`src/blc_consts.vh`:
```
// register offsets, field positions, reset values and timing counts for the backlight controls
`ifndef BLC_CONSTS_VH
`define BLC_CONSTS_VH
`define BLC_ADDR_CFG1 8'h02
`define BLC_ADDR_CFG2 8'h03
`define BLC_ADDR_BRLO 8'h04
`define BLC_ADDR_BRHI 8'h05
`define BLC_ADDR_AFLO 8'h06
`define BLC_ADDR_AFHI 8'h07
`define BLC_RST_CFG1 8'h28
`define BLC_RST_CFG2 8'h8d
`define BLC_RST_BRLO 8'h07
`define BLC_RST_BRHI 8'hff
`define BLC_RST_AF 8'h00
`define BLC_CFG1_PWMEN 0
`define BLC_CFG1_RAMP 1
`define BLC_CFG1_POL 2
`define BLC_CFG1_MAP 3
`define BLC_CFG1_OVRESP 4
`define BLC_CFG1_OVLIM_LO 5
`define BLC_CFG2_HYST_LO 0
`define BLC_CFG2_SAMPLE 2
`define BLC_CFG2_TT_LO 3
`define BLC_CFG2_BOOST 7
`define BLC_CLK_MHZ 40
`define BLC_SAMPLE_LO_MHZ 1
`define BLC_SAMPLE_HI_MHZ 4
`define BLC_SAMPLE_FAST_MHZ 24
`define BLC_BOOST_LO_KHZ 10'd500
`define BLC_BOOST_HI_KHZ 10'd1000
`define BLC_OVLIM_V0 8'd17
`define BLC_OVLIM_V1 8'd21
`define BLC_OVLIM_V2 8'd25
`define BLC_OVLIM_V3 8'd29
`endif

```
`src/blc_backlight_control_registers.v`:
```
// backlight control register bank with the logic its fields steer
//
// Contract
// - Over-voltage limit codes 0..3 give 17, 21, 25, 29 V and codes 4..7 give 29 V.
// - Over-voltage response 0 only reports the event, 1 shuts the backlight down.
// - The PWM input is active high when polarity is 0 and active low when it is 1.
// - With the ramp bit set the current ramps after each duty change, else it follows at once.
// - The PWM input is used only while the PWM enable bit is 1.
// - Boost frequency bit selects 500 kHz at 0 and 1 MHz at 1, resetting to 1.
// - The transition-time field sets the time to move to a new code, 0 immediate to 8 s; each one-code step waits that time over the codes left.
// - Sample bit picks 1 MHz or 4 MHz PWM sampling, overridden to 24 MHz by the option input; the fast divider of 2 samples at 20 MHz.
// - Hysteresis codes mean 1,2,4,6 bits at 1/4 MHz sampling and 0,1,2,3 bits at 24 MHz.
// - The 11-bit code is the high register as bits 10:3 and low register bits 2:0.
// - Both auto-frequency thresholds compare with the upper eight code bits.
`timescale 1ns/1ps
`default_nettype none
`include "blc_consts.vh"
module blc_backlight_control_registers #(
  parameter TT_SCALE = 1
) (
  input wire clock,
  input wire reset,
  input wire regWrite,
  input wire [7:0] regAddr,
  input wire [7:0] regWriteData,
  output reg [7:0] regReadData,
  input wire pwmIn,
  input wire fastSampleSelect,
  input wire overvoltageDetect,
  input wire sinkOneOn,
  input wire sinkTwoOn,
  input wire backlightOn,
  output reg [10:0] brightnessCode,
  output reg [10:0] ledLevel,
  output reg [7:0] overvoltageLimitVolts,
  output reg overvoltageReport,
  output reg backlightShutdown,
  output reg [9:0] boostSwitchKhz,
  output reg boostClockTick,
  output reg autofreqBelowLow,
  output reg autofreqAboveHigh,
  output reg settingsChangedWhileOn
);
  localparam SAMPLE_DIV_LO = `BLC_CLK_MHZ / `BLC_SAMPLE_LO_MHZ;
  localparam SAMPLE_DIV_HI = `BLC_CLK_MHZ / `BLC_SAMPLE_HI_MHZ;
  localparam SAMPLE_DIV_FAST = (`BLC_CLK_MHZ + `BLC_SAMPLE_FAST_MHZ - 1) / `BLC_SAMPLE_FAST_MHZ;
  localparam BOOST_HALF_LO = (`BLC_CLK_MHZ * 1000) / (2 * `BLC_BOOST_LO_KHZ);
  localparam BOOST_HALF_HI = (`BLC_CLK_MHZ * 1000) / (2 * `BLC_BOOST_HI_KHZ);
  localparam PWM_PERIOD = 2048;
  localparam ST_IDLE = 2'b01;
  localparam ST_RAMP = 2'b10;

  reg [7:0] cfgOne, cfgTwo, brLow, brHigh, afLow, afHigh;
  wire [2:0] memIndex;
  wire [7:0] memRead;
  wire addrHit;

  assign addrHit = (regAddr >= `BLC_ADDR_CFG1) && (regAddr <= `BLC_ADDR_AFHI);
  assign memIndex = regAddr[2:0] - 3'd2;

  blc_reg_mem #(.DEPTH(6)) regMem (
    .clock(clock),
    .reset(reset),
    .writeEnable(regWrite && addrHit),
    .writeIndex(memIndex),
    .writeData(regWriteData),
    .readIndex(memIndex),
    .readData(memRead)
  );

  // shadow copies feed the logic without a memory read port per field
  always @(posedge clock) begin
    if (reset) begin
      cfgOne <= `BLC_RST_CFG1;
      cfgTwo <= `BLC_RST_CFG2;
      brLow <= `BLC_RST_BRLO;
      brHigh <= `BLC_RST_BRHI;
      afLow <= `BLC_RST_AF;
      afHigh <= `BLC_RST_AF;
      regReadData <= 8'h00;
    end else begin
      if (regWrite) begin
        case (regAddr)
          `BLC_ADDR_CFG1: cfgOne <= regWriteData;
          `BLC_ADDR_CFG2: cfgTwo <= regWriteData;
          `BLC_ADDR_BRLO: brLow <= {5'h00, regWriteData[2:0]};
          `BLC_ADDR_BRHI: brHigh <= regWriteData;
          `BLC_ADDR_AFLO: afLow <= regWriteData;
          `BLC_ADDR_AFHI: afHigh <= regWriteData;
          default: ;
        endcase
      end
      regReadData <= addrHit ? memRead : 8'h00;
    end
  end

  wire [2:0] ovLimit = cfgOne[`BLC_CFG1_OVLIM_LO +: 3];
  wire ovResp = cfgOne[`BLC_CFG1_OVRESP];
  wire pwmPolarity = cfgOne[`BLC_CFG1_POL];
  wire rampOn = cfgOne[`BLC_CFG1_RAMP];
  wire pwmEnable = cfgOne[`BLC_CFG1_PWMEN];
  wire boostFast = cfgTwo[`BLC_CFG2_BOOST];
  wire [3:0] transTime = cfgTwo[`BLC_CFG2_TT_LO +: 4];
  wire sampleHi = cfgTwo[`BLC_CFG2_SAMPLE];
  wire [1:0] hyst = cfgTwo[`BLC_CFG2_HYST_LO +: 2];
  wire [10:0] regCode = {brHigh, brLow[2:0]};
  wire enabled = backlightOn || sinkOneOn || sinkTwoOn;

  function [7:0] ovlimDecode;
    input [2:0] code;
    begin
      case (code)
        3'd0: ovlimDecode = `BLC_OVLIM_V0;
        3'd1: ovlimDecode = `BLC_OVLIM_V1;
        3'd2: ovlimDecode = `BLC_OVLIM_V2;
        default: ovlimDecode = `BLC_OVLIM_V3;
      endcase
    end
  endfunction

  // transition time in 250 us units; middle codes follow a monotone guess
  function [15:0] ttQuarterMs;
    input [3:0] code;
    begin
      case (code)
        4'h0: ttQuarterMs = 16'd0;
        4'h1: ttQuarterMs = 16'd2;
        4'h2: ttQuarterMs = 16'd3;
        4'h3: ttQuarterMs = 16'd4;
        4'h4: ttQuarterMs = 16'd8;
        4'h5: ttQuarterMs = 16'd20;
        4'h6: ttQuarterMs = 16'd200;
        4'h7: ttQuarterMs = 16'd300;
        4'h8: ttQuarterMs = 16'd400;
        4'h9: ttQuarterMs = 16'd1000;
        4'ha: ttQuarterMs = 16'd2000;
        4'hb: ttQuarterMs = 16'd3200;
        4'hc: ttQuarterMs = 16'd4000;
        4'hd: ttQuarterMs = 16'd8000;
        4'he: ttQuarterMs = 16'd16000;
        default: ttQuarterMs = 16'd32000;
      endcase
    end
  endfunction

  function [10:0] hystBits;
    input [1:0] code;
    input fast;
    begin
      if (fast) begin
        hystBits = {9'd0, code};
      end else begin
        case (code)
          2'd0: hystBits = 11'd1;
          2'd1: hystBits = 11'd2;
          2'd2: hystBits = 11'd4;
          default: hystBits = 11'd6;
        endcase
      end
    end
  endfunction

  // pwm sampling strobe, duty measured over a fixed window of samples
  reg [5:0] sampleCount;
  reg [10:0] windowCount, highCount, dutyCode;
  wire [5:0] sampleDiv = fastSampleSelect ? SAMPLE_DIV_FAST[5:0] :
    (sampleHi ? SAMPLE_DIV_HI[5:0] : SAMPLE_DIV_LO[5:0]);
  wire sampleTick = (sampleCount >= sampleDiv - 6'd1);
  wire pwmActive = pwmIn ^ pwmPolarity;
  // the window's last sample counts too; a fully active input saturates
  wire [11:0] windowHigh = {1'b0, highCount} + {11'd0, pwmActive};
  wire [10:0] windowDuty = windowHigh[11] ? 11'h7ff : windowHigh[10:0];

  always @(posedge clock) begin
    if (reset) begin
      sampleCount <= 6'd0;
      windowCount <= 11'd0;
      highCount <= 11'd0;
      dutyCode <= 11'h7ff;
    end else begin
      sampleCount <= sampleTick ? 6'd0 : sampleCount + 6'd1;
      if (sampleTick) begin
        windowCount <= windowCount + 11'd1;
        if (windowCount == PWM_PERIOD - 1) begin
          highCount <= 11'd0;
          // small duty moves are held back so jitter does not flicker
          // widened so a sum near full scale cannot wrap
          if ({1'b0, windowDuty} > {1'b0, dutyCode} + {1'b0, hystBits(hyst, fastSampleSelect)} ||
              {1'b0, dutyCode} > {1'b0, windowDuty} + {1'b0, hystBits(hyst, fastSampleSelect)}) begin
            dutyCode <= windowDuty;
          end
        end else if (pwmActive) begin
          highCount <= highCount + 11'd1;
        end
      end
    end
  end

  // target code: register code scaled by duty when pwm is enabled
  wire [21:0] scaled = regCode * dutyCode;
  wire [10:0] targetPwm = pwmEnable ? scaled[21:11] : regCode;
  reg [10:0] lastDuty;

  // ramp engine: one-code steps, each waiting the transition time over the codes still to go
  localparam [15:0] QMS_CYCLES = 16'd10000;
  reg [1:0] state;
  reg [31:0] stepTimer, stepPeriod;
  reg [10:0] rampTarget;
  wire [10:0] stepSize = (rampTarget > ledLevel) ? rampTarget - ledLevel : ledLevel - rampTarget;
  wire dutyChanged = pwmEnable && (dutyCode != lastDuty);
  wire skipRamp = dutyChanged && !rampOn;

  always @(posedge clock) begin
    if (reset) begin
      state <= ST_IDLE;
      ledLevel <= 11'h7ff;
      rampTarget <= 11'h7ff;
      stepTimer <= 32'd0;
      stepPeriod <= 32'd0;
      lastDuty <= 11'h7ff;
    end else begin
      lastDuty <= dutyCode;
      case (state)
        ST_IDLE: begin
          if (targetPwm != ledLevel) begin
            if (skipRamp || ttQuarterMs(transTime) == 16'd0) begin
              ledLevel <= targetPwm;
            end else begin
              rampTarget <= targetPwm;
              stepTimer <= 32'd0;
              state <= ST_RAMP;
            end
          end
        end
        ST_RAMP: begin
          // per-step period is the chosen time divided by the codes still to go, redone each cycle
          stepPeriod <= (ttQuarterMs(transTime) * QMS_CYCLES * TT_SCALE) /
            ((stepSize == 11'd0) ? 32'd1 : {21'd0, stepSize});
          if (ledLevel == rampTarget || skipRamp) begin
            ledLevel <= skipRamp ? targetPwm : ledLevel;
            state <= ST_IDLE;
          end else if (stepTimer >= stepPeriod) begin
            stepTimer <= 32'd0;
            ledLevel <= (rampTarget > ledLevel) ? ledLevel + 11'd1 : ledLevel - 11'd1;
          end else begin
            stepTimer <= stepTimer + 32'd1;
          end
        end
        default: state <= ST_IDLE;
      endcase
    end
  end

  // boost switching clock
  reg [5:0] boostCount;
  wire [5:0] boostHalf = boostFast ? BOOST_HALF_HI[5:0] : BOOST_HALF_LO[5:0];
  always @(posedge clock) begin
    if (reset) begin
      boostCount <= 6'd0;
      boostClockTick <= 1'b0;
      boostSwitchKhz <= 10'd0;
    end else begin
      boostSwitchKhz <= boostFast ? `BLC_BOOST_HI_KHZ : `BLC_BOOST_LO_KHZ;
      if (boostCount >= boostHalf - 6'd1 || backlightShutdown) begin
        boostCount <= 6'd0;
        boostClockTick <= ~boostClockTick & ~backlightShutdown;
      end else begin
        boostCount <= boostCount + 6'd1;
      end
    end
  end

  // protection, thresholds, outputs
  always @(posedge clock) begin
    if (reset) begin
      overvoltageLimitVolts <= `BLC_OVLIM_V1;
      overvoltageReport <= 1'b0;
      backlightShutdown <= 1'b0;
      brightnessCode <= 11'h7ff;
      autofreqBelowLow <= 1'b0;
      autofreqAboveHigh <= 1'b0;
      settingsChangedWhileOn <= 1'b0;
    end else begin
      overvoltageLimitVolts <= ovlimDecode(ovLimit);
      overvoltageReport <= overvoltageDetect;
      // shutdown latches until the backlight is switched off
      if (overvoltageDetect && ovResp) begin
        backlightShutdown <= 1'b1;
      end else if (!backlightOn) begin
        backlightShutdown <= 1'b0;
      end
      brightnessCode <= regCode;
      autofreqBelowLow <= brHigh < afLow;
      autofreqAboveHigh <= brHigh > afHigh;
      // sticky warning, cleared by reset only
      if (regWrite && enabled &&
          (regAddr == `BLC_ADDR_CFG1 || regAddr == `BLC_ADDR_CFG2 ||
           regAddr == `BLC_ADDR_AFLO || regAddr == `BLC_ADDR_AFHI)) begin
        settingsChangedWhileOn <= 1'b1;
      end
    end
  end
endmodule
`default_nettype wire

```
`src/blc_reg_mem.v`:
```
// small register memory for the backlight control words, registered read data
`timescale 1ns/1ps
`default_nettype none
`include "blc_consts.vh"
module blc_reg_mem #(
  parameter DEPTH = 6
) (
  input wire clock,
  input wire reset,
  input wire writeEnable,
  input wire [2:0] writeIndex,
  input wire [7:0] writeData,
  input wire [2:0] readIndex,
  output reg [7:0] readData
);
  reg [7:0] mem [0:DEPTH-1];
  integer i;

  function [7:0] resetValue;
    input integer idx;
    begin
      case (idx)
        0: resetValue = `BLC_RST_CFG1;
        1: resetValue = `BLC_RST_CFG2;
        2: resetValue = `BLC_RST_BRLO;
        3: resetValue = `BLC_RST_BRHI;
        default: resetValue = `BLC_RST_AF;
      endcase
    end
  endfunction

  always @(posedge clock) begin
    if (reset) begin
      for (i = 0; i < DEPTH; i = i + 1) begin
        mem[i] <= resetValue(i);
      end
      readData <= 8'h00;
    end else begin
      if (writeEnable && writeIndex < DEPTH) begin
        // brightness low register keeps its unused upper bits at zero
        mem[writeIndex] <= (writeIndex == 3'd2) ? {5'h00, writeData[2:0]} : writeData;
      end
      readData <= (readIndex < DEPTH) ? mem[readIndex] : 8'h00;
    end
  end
endmodule
`default_nettype wire

```
`config.mk`:
```
export PLATFORM = sky130hd
export DESIGN_NAME = blc_backlight_control_registers
export DESIGN_NICKNAME = d
export VERILOG_FILES = /design/src/blc_backlight_control_registers.v /design/src/blc_reg_mem.v
export VERILOG_INCLUDE_DIRS = /design/src
export SDC_FILE = /design/constraint.sdc
export NUM_CORES = 2
export LEC_CHECK = 0
export ABC_AREA = 1
export BUFFER_PORTS_ARGS = -buffer_cell sky130_fd_sc_hd__buf_2
export CORE_MARGIN = 5
export CORE_UTILIZATION = 55
export CTS_CLUSTER_SIZE = 20
export DETAILED_ROUTE_END_ITERATION = 7
export HOLD_SLACK_MARGIN = 0.15
export MAX_ROUTING_LAYER = met4
export PLACE_DENSITY = 0.75
export SLEW_MARGIN = 10
export SYNTH_ARGS = -nofsm -noshare
export SYNTH_HDL_FRONTEND = slang
export SYNTH_SLANG_ARGS = --single-unit
```
`constraint.sdc`:
```
create_clock -name clock -period 86.8 [get_ports clock]
set_input_delay 4.34 -clock clock [delete_from_list [all_inputs] [get_ports clock]]
set_output_delay 4.34 -clock clock [all_outputs]
set_load 0.01 [all_outputs]
```
---- Yosys cells after proc, flatten, opt, wreduce, memory -nomap -nowiden ----
Memory sizes are Yosys's and may differ from the RTL's. A register that Yosys moved wholly into a read port is not among the register bits.
Index checks and enable logic that the tools add are counted.
cells by class
  add/sub/neg operators ................... 15
  multiply operators ...................... 2
  divide/modulo/power cells ............... 1
  magnitude comparators ................... 11
  equal/unequal tests ..................... 25
  muxes and demuxes ....................... 57
  bitwise gates (word level) .............. 7
  reductions and logical operators ........ 41
operators by type and width
  operator                                                               count
  11-bit 2-to-1 mux                                                      15
  32-bit 2-to-1 mux                                                      4
  16-bit 2-to-1 mux                                                      5
  32-bit case mux with 2 select lines                                    1
  8-bit 2-to-1 mux                                                       7
  11-bit by 1-bit adder with 11-bit output, second input constant        3
  32-bit by 1-bit adder with 32-bit output, second input constant        1
  30-bit by 32-bit divider with 32-bit output                            1
  8-bit by 3-bit equality test with 1-bit output, second input constant  4
  32-bit >= comparator                                                   1
  16-bit by 10-bit multiplier with 26-bit output, second input constant  1
  11-bit by 11-bit adder with 12-bit output                              2
  11-bit by 12-bit > comparator with 1-bit output                        2
  11-bit by 11-bit multiplier with 22-bit output                         1
  11-bit inequality test                                                 2
  11-bit case mux with 2 select lines                                    1
  11-bit subtractor                                                      2
  6-bit 2-to-1 mux                                                       3
  8-bit by 2-bit equality test with 1-bit output, second input constant  2
  16-bit logical NOT                                                     1
  4-bit 2-to-1 mux                                                       4
  2-bit AND reduction                                                    7
  11-bit by 1-bit adder with 12-bit output                               1
  6-bit by 1-bit adder with 6-bit output, second input constant          2
  41 further kinds                                                       86
storage, ports and cells
  register bits after elaboration ......... 230
  bits in writable memories ............... 48
  memory bits (read-only) ................. 480
  bits of input ports ..................... 25
  output and inout bits ................... 54
  word-level logic and storage cells ...... 189
  memories kept ........................... 3
memories
  memory            depth  width  read ports  clocked after Yosys merged registers in  write ports  RTL line                               RTL
  (name not given)  16     15     1           1                                        0            blc_backlight_control_registers.v:125  case (code)
  (name not given)  16     15     1           1                                        0            blc_backlight_control_registers.v:125
  regMem.mem        6      8      1           1                                        6            blc_reg_mem.v:16                       reg [7:0] mem [0:DEPTH-1];

---- Depth between registers and ports, before layout ----
  depth in word-level cells ............... 11
  mapped depth ............................ 551
  depth with buffers taken out ............ 509

---- Modules after synthesis ----
From an unflattened synthesis, not the netlist that was laid out.
second synthesis, totals
  cell total of the unflattened synthesis .. 7,214
  area, all modules ....................... 48,990.7 µm²
modules (own cells, without submodules)
  module                           times used  cells each  area each (µm²)  sequential area each (µm²)
  blc_backlight_control_registers  1           6,841       45,661.3         4,624.4
  blc_reg_mem                      1           373         3,329.4          2,082.0

---- Worst setup path before layout ----
Ideal clock, no wire load.
  path type ............................... reg-to-reg
  from .................................... register ledLevel[1]
  to ...................................... register stepPeriod[0]
  setup time .............................. 0.109 ns
  data arrival time ....................... 72.637 ns
  required time ........................... 86.691 ns
  setup slack ............................. 14.054 ns
  cell stages (with the launch flop) ...... 533
  path buffers ............................ 43
  period minus slack after synthesis ...... 72.746 ns
  cell sequence ........................... dfxtp_1 -> inv_1 -> ha_1 -> nand3_1 -> nand3_2 -> nand2_1 -> nand3_4 -> nand2_4 -> buf_12 -> o21ai_0 -> nand2_1 -> nor2_1 -> nand3_1 -> nand2_2 -> inv_1 -> ha_1 -> o21a_1 -> nor2_1 -> [497 not listed] -> a21oi_4 -> nand2_4 -> nor2_4 -> nand3_4 -> inv_2 -> buf_6 -> nand2_1 -> o21ai_1 -> ha_1 -> and3_2 -> nand2_1 -> nand2_1 -> nand2_1 -> nand2_1 -> a21oi_1 -> nand3_1 -> nand2_1 -> inv_1
between the ends
  cells in the longest elaborated chain, start to end .. 5
  elaborated cells on any way between the ends .. 7
  classes of those cells .................. 2 x add/sub; 1 x div; 1 x order compare; 2 x mux; 1 x reduce/logical
RTL lines
  what                                                      RTL line                               RTL
  start: declaration                                        blc_backlight_control_registers.v:34   output reg [10:0] ledLevel,
  start signal: assignment                                  blc_backlight_control_registers.v:227  ledLevel <= targetPwm;
  start signal: assignment                                  blc_backlight_control_registers.v:240  ledLevel <= skipRamp ? targetPwm : ledLevel;
  start signal: assignment                                  blc_backlight_control_registers.v:244  ledLevel <= (rampTarget > ledLevel) ? ledLevel + 11'd1 : ledLevel - 11'd1;
  11-bit subtractor or 11-bit > comparator (tied branches)  blc_backlight_control_registers.v:209  wire [10:0] stepSize = (rampTarget > ledLevel) ? rampTarget - ledLevel : ledLevel - rampTarget;
  11-bit 2-to-1 mux *                                       blc_backlight_control_registers.v:209
  11-bit logical NOT                                        blc_backlight_control_registers.v:238  ((stepSize == 11'd0) ? 32'd1 : {21'd0, stepSize});
  11-bit 2-to-1 mux *                                       blc_backlight_control_registers.v:238
  30-bit by 32-bit divider with 32-bit output *             blc_backlight_control_registers.v:237  stepPeriod <= (ttQuarterMs(transTime) * QMS_CYCLES * TT_SCALE) /
  end signal: assignment                                    blc_backlight_control_registers.v:237
  end: declaration                                          blc_backlight_control_registers.v:207  reg [31:0] stepTimer, stepPeriod;
Mark *: on every way between the ends. The rest lies on a longest branch, timed or not.
A chain may end at the register's enable or synchronous reset.

==> results_dict.tcl <==
set metrics [dict create \
    numCtsBuffers 40 \
    synthCells 7076 \
    holdPathEnd "regReadData[3]" \
    grt_pass1_wl_um 227000 \
    worstSetupPathType "reg -> reg" \
    initial_core_util_pct 55.4 \
    max_freq_ghz 0.0127 \
    htree_num_levels 2 \
    setup_viol 0 \
    cp-end-kind "flop" \
    die_w_um 305 \
    rows 108 \
    crit_arrival_ps 79060 \
    period_needed_ps 78580 \
    reg.largest.list "regMem.mem x64, stepPeriod x32, stepTimer x32" \
    status "completed" \
    clkTransAtPathRegs_ps 60 \
    syn_area_per_cell_sq_um 6.78 \
    wl_per_cell_um 17.4 \
    worstReg2RegEnd "stepPeriod[0]" \
    grt_pass1_vias 43200 \
    cts_tree "done" \
    pin_count 79 \
    clk_root_buffer_cell "clkbuf_16" \
    first_pass_iters 6 \
    antenna_found_initial 1 \
    rr_worst_depth 495 \
    regMostFlops "regMem.mem" \
    worst_slew_margin_rel_pct 23.8 \
    num_vias 46300 \
    synth_seq_area_share_pct 14.0 \
    hpwl_um 114000 \
    fin_skew_ps 34.4 \
    rsz0062_at_grt "false" \
    startpoint_type "flop" \
    place.gp.congestion 0.999 \
    grt_start_max_net_pins 47 \
    hold_viol 0 \
    wl_um 144000 \
    netlist.area_leader.share_pct 14.4 \
    gr-total-overflow 0 \
    min_from "regMem.readData[3]" \
    hold_depth 2 \
    grt_usage_pct 30.3 \
    critPathRequiredTime_ps 87280 \
    fin_crit_sh_pct 90.5 \
    portBuffers 70 \
    holdBufCountCts 0 \
    dieArea_sq_um 93200 \
    worst_skew_pair.late_latency_ps 600 \
    synth_edf_count 64 \
    final_nets 7779 \
    routed_via_density 5.60 \
    path_max_fanout 39 \
    synth_warnings 0 \
    drt-initial-drc-count 3807 \
    ant_nets 0 \
    cp_slowest_cell "dfxtp_1" \
    synthArstFlopShare_pct 0 \
    drv_cap 0 \
    r2r_setup_slack_ps 8220 \
    drive_above_1_share_pct 12.5 \
    crit_top_cell "nand2_1" \
    ys_types 96 \
    slew_violations 0 \
    core_sq_um 86600 \
    cts_max_path_buffers 3 \
    tightestPinTransition_ps 1130 \
    dieHeight_um 305 \
    tns_ps 0 \
    yosysTopAreaCell "ha_1" \
    cpPeakStageDelay_ps 630 \
    drcViolationCount 0 \
    hold_path_class "reg -> reg" \
    synth.cell_area_sq_um 48000 \
    synth_seq_cells 303 \
    synth_top_flop_cell "dfxtp_1" \
    synthTopCellsByArea "ha_1 (14%), nand2_1 (12%), dfxtp_1 (10%)" \
    syn2layout_area_growth_pct 5.27 \
    cts.sinks 303 \
    largest_reg_flops 64 \
]
==> what timing repair did <==
| item | in CTS | in global routing |
|---|---|---|
| setup endpoints to repair | 0 | 2 |
| setup buffers | 0 | 5 |
| gates resized for setup | 0 | 17 |
==> layout by cell type, fill, tap and decap left out, types with 38 or more instances in the layout <==
cell,n
clkbuf_16,40
nand2_4,85
nor3_1,74
o21ai_1,44
nand2_1,1521
o211ai_1,51
inv_1,1111
a21o_1,44
nand3_4,38
nor2_1,489
nand3_2,94
nand3_1,370
buf_2,70
ha_1,552
dfxtp_1,239
nor2_2,66
edfxtp_1,64
buf_4,40
nor2_4,63
or2_2,38
o21ai_0,392
fa_1,117
xor2_1,207
a21oi_1,392
inv_2,50
nand2_2,161
xnor2_1,114
nand4_1,163
==> worst max-delay path by stage <==
stage                     to        start  cells after the start  slack (ps)
4_1_cts        stepPeriod[0]         flop                    485        6320
3_3_place_gp   stepPeriod[0]         flop                    484        8950
3_5_place_dp   stepPeriod[0]         flop                    485        6630
2_1_floorplan  stepPeriod[0]  ledLevel[1]                    532       14050
6_report       stepPeriod[0]         flop                    495        8220
5_1_grt        stepPeriod[0]         flop                    496         100
==> layer usage <==
metal  vias to the layer above  GRT usage [%]  share of wire, %  wire length, um
met3                       254           3.48               6.7             9630
met5                         -              -                 0                0
met2                      1438           49.6                46            65800
li1                      23100              -                 -                -
met4                         0           8.05               3.0             4270
met1                     21500           40.0                45            64000
==> worst max-delay path, delay by kind of cell (launching register included) <==
kind,cells,cell delay [ps]
buf+inv,78,8670
simple gates,206,25140
compound gates,174,31790
fa+ha+maj,37,12070
flops,1,630
==> metrics by stage <==
step / hold slack, ps / area [sq um] / setup WS [ps] / util [%] / std cells
2_1_floorplan: 394 / 48000 / 14050 / - / 7090
3_3_place_gp: 395 / 48900 / 8950 / 56.5 / 8188
3_5_place_dp: 401 / 48900 / 6630 / 56.5 / 8188
4_1_cts: 410 / 50300 / 6320 / 58.1 / 8260
5_1_grt: 422 / 50500 / 103 / 58.3 / 8270
6_report: 411 / 50500 / 8220 / 58.3 / 8271
==> final cells by class <==
cell class                 count  area [sq um]
timing repair buffer         110           651
inverter                    1209          4710
clock buffer                  48          1060
clock inverter                24           342
fill                        8366         36100
tap                         1155          1450
sequential                   303          6710
antenna                        1          2.50
multi-input combinational   5421         35600
==> cells in the mapped netlist, types with 60 or more instances <==
master	count
inv_1	1112
nand2_1	1522
fa_1	117
nor2_4	60
nand3_1	370
xor2_1	207
edfxtp_1	64
nand4_1	163
nand2_2	160
nor2_1	490
dfxtp_1	239
o21ai_0	399
clkbuf_1	88
nand2_4	86
nor3_1	74
ha_1	552
nor2_2	66
a21oi_1	394
xnor2_1	114
nand3_2	92
==> cell families after synthesis <==
kind of cell | synth area share [%]
other | 0.0157
adders and majority gates | 19.3
buffers and inverters | 12.2
xor gates and xnor gates | 5.90
and+or+nand+nor | 34.5
DFF | 14.0
muxes | 0.0209
AOI/OAI and AO/OA | 14.1
Power is left out: the tool's default activity adds up to more than one toggle a clock period on the data nets, which glitch-free logic cannot reach.
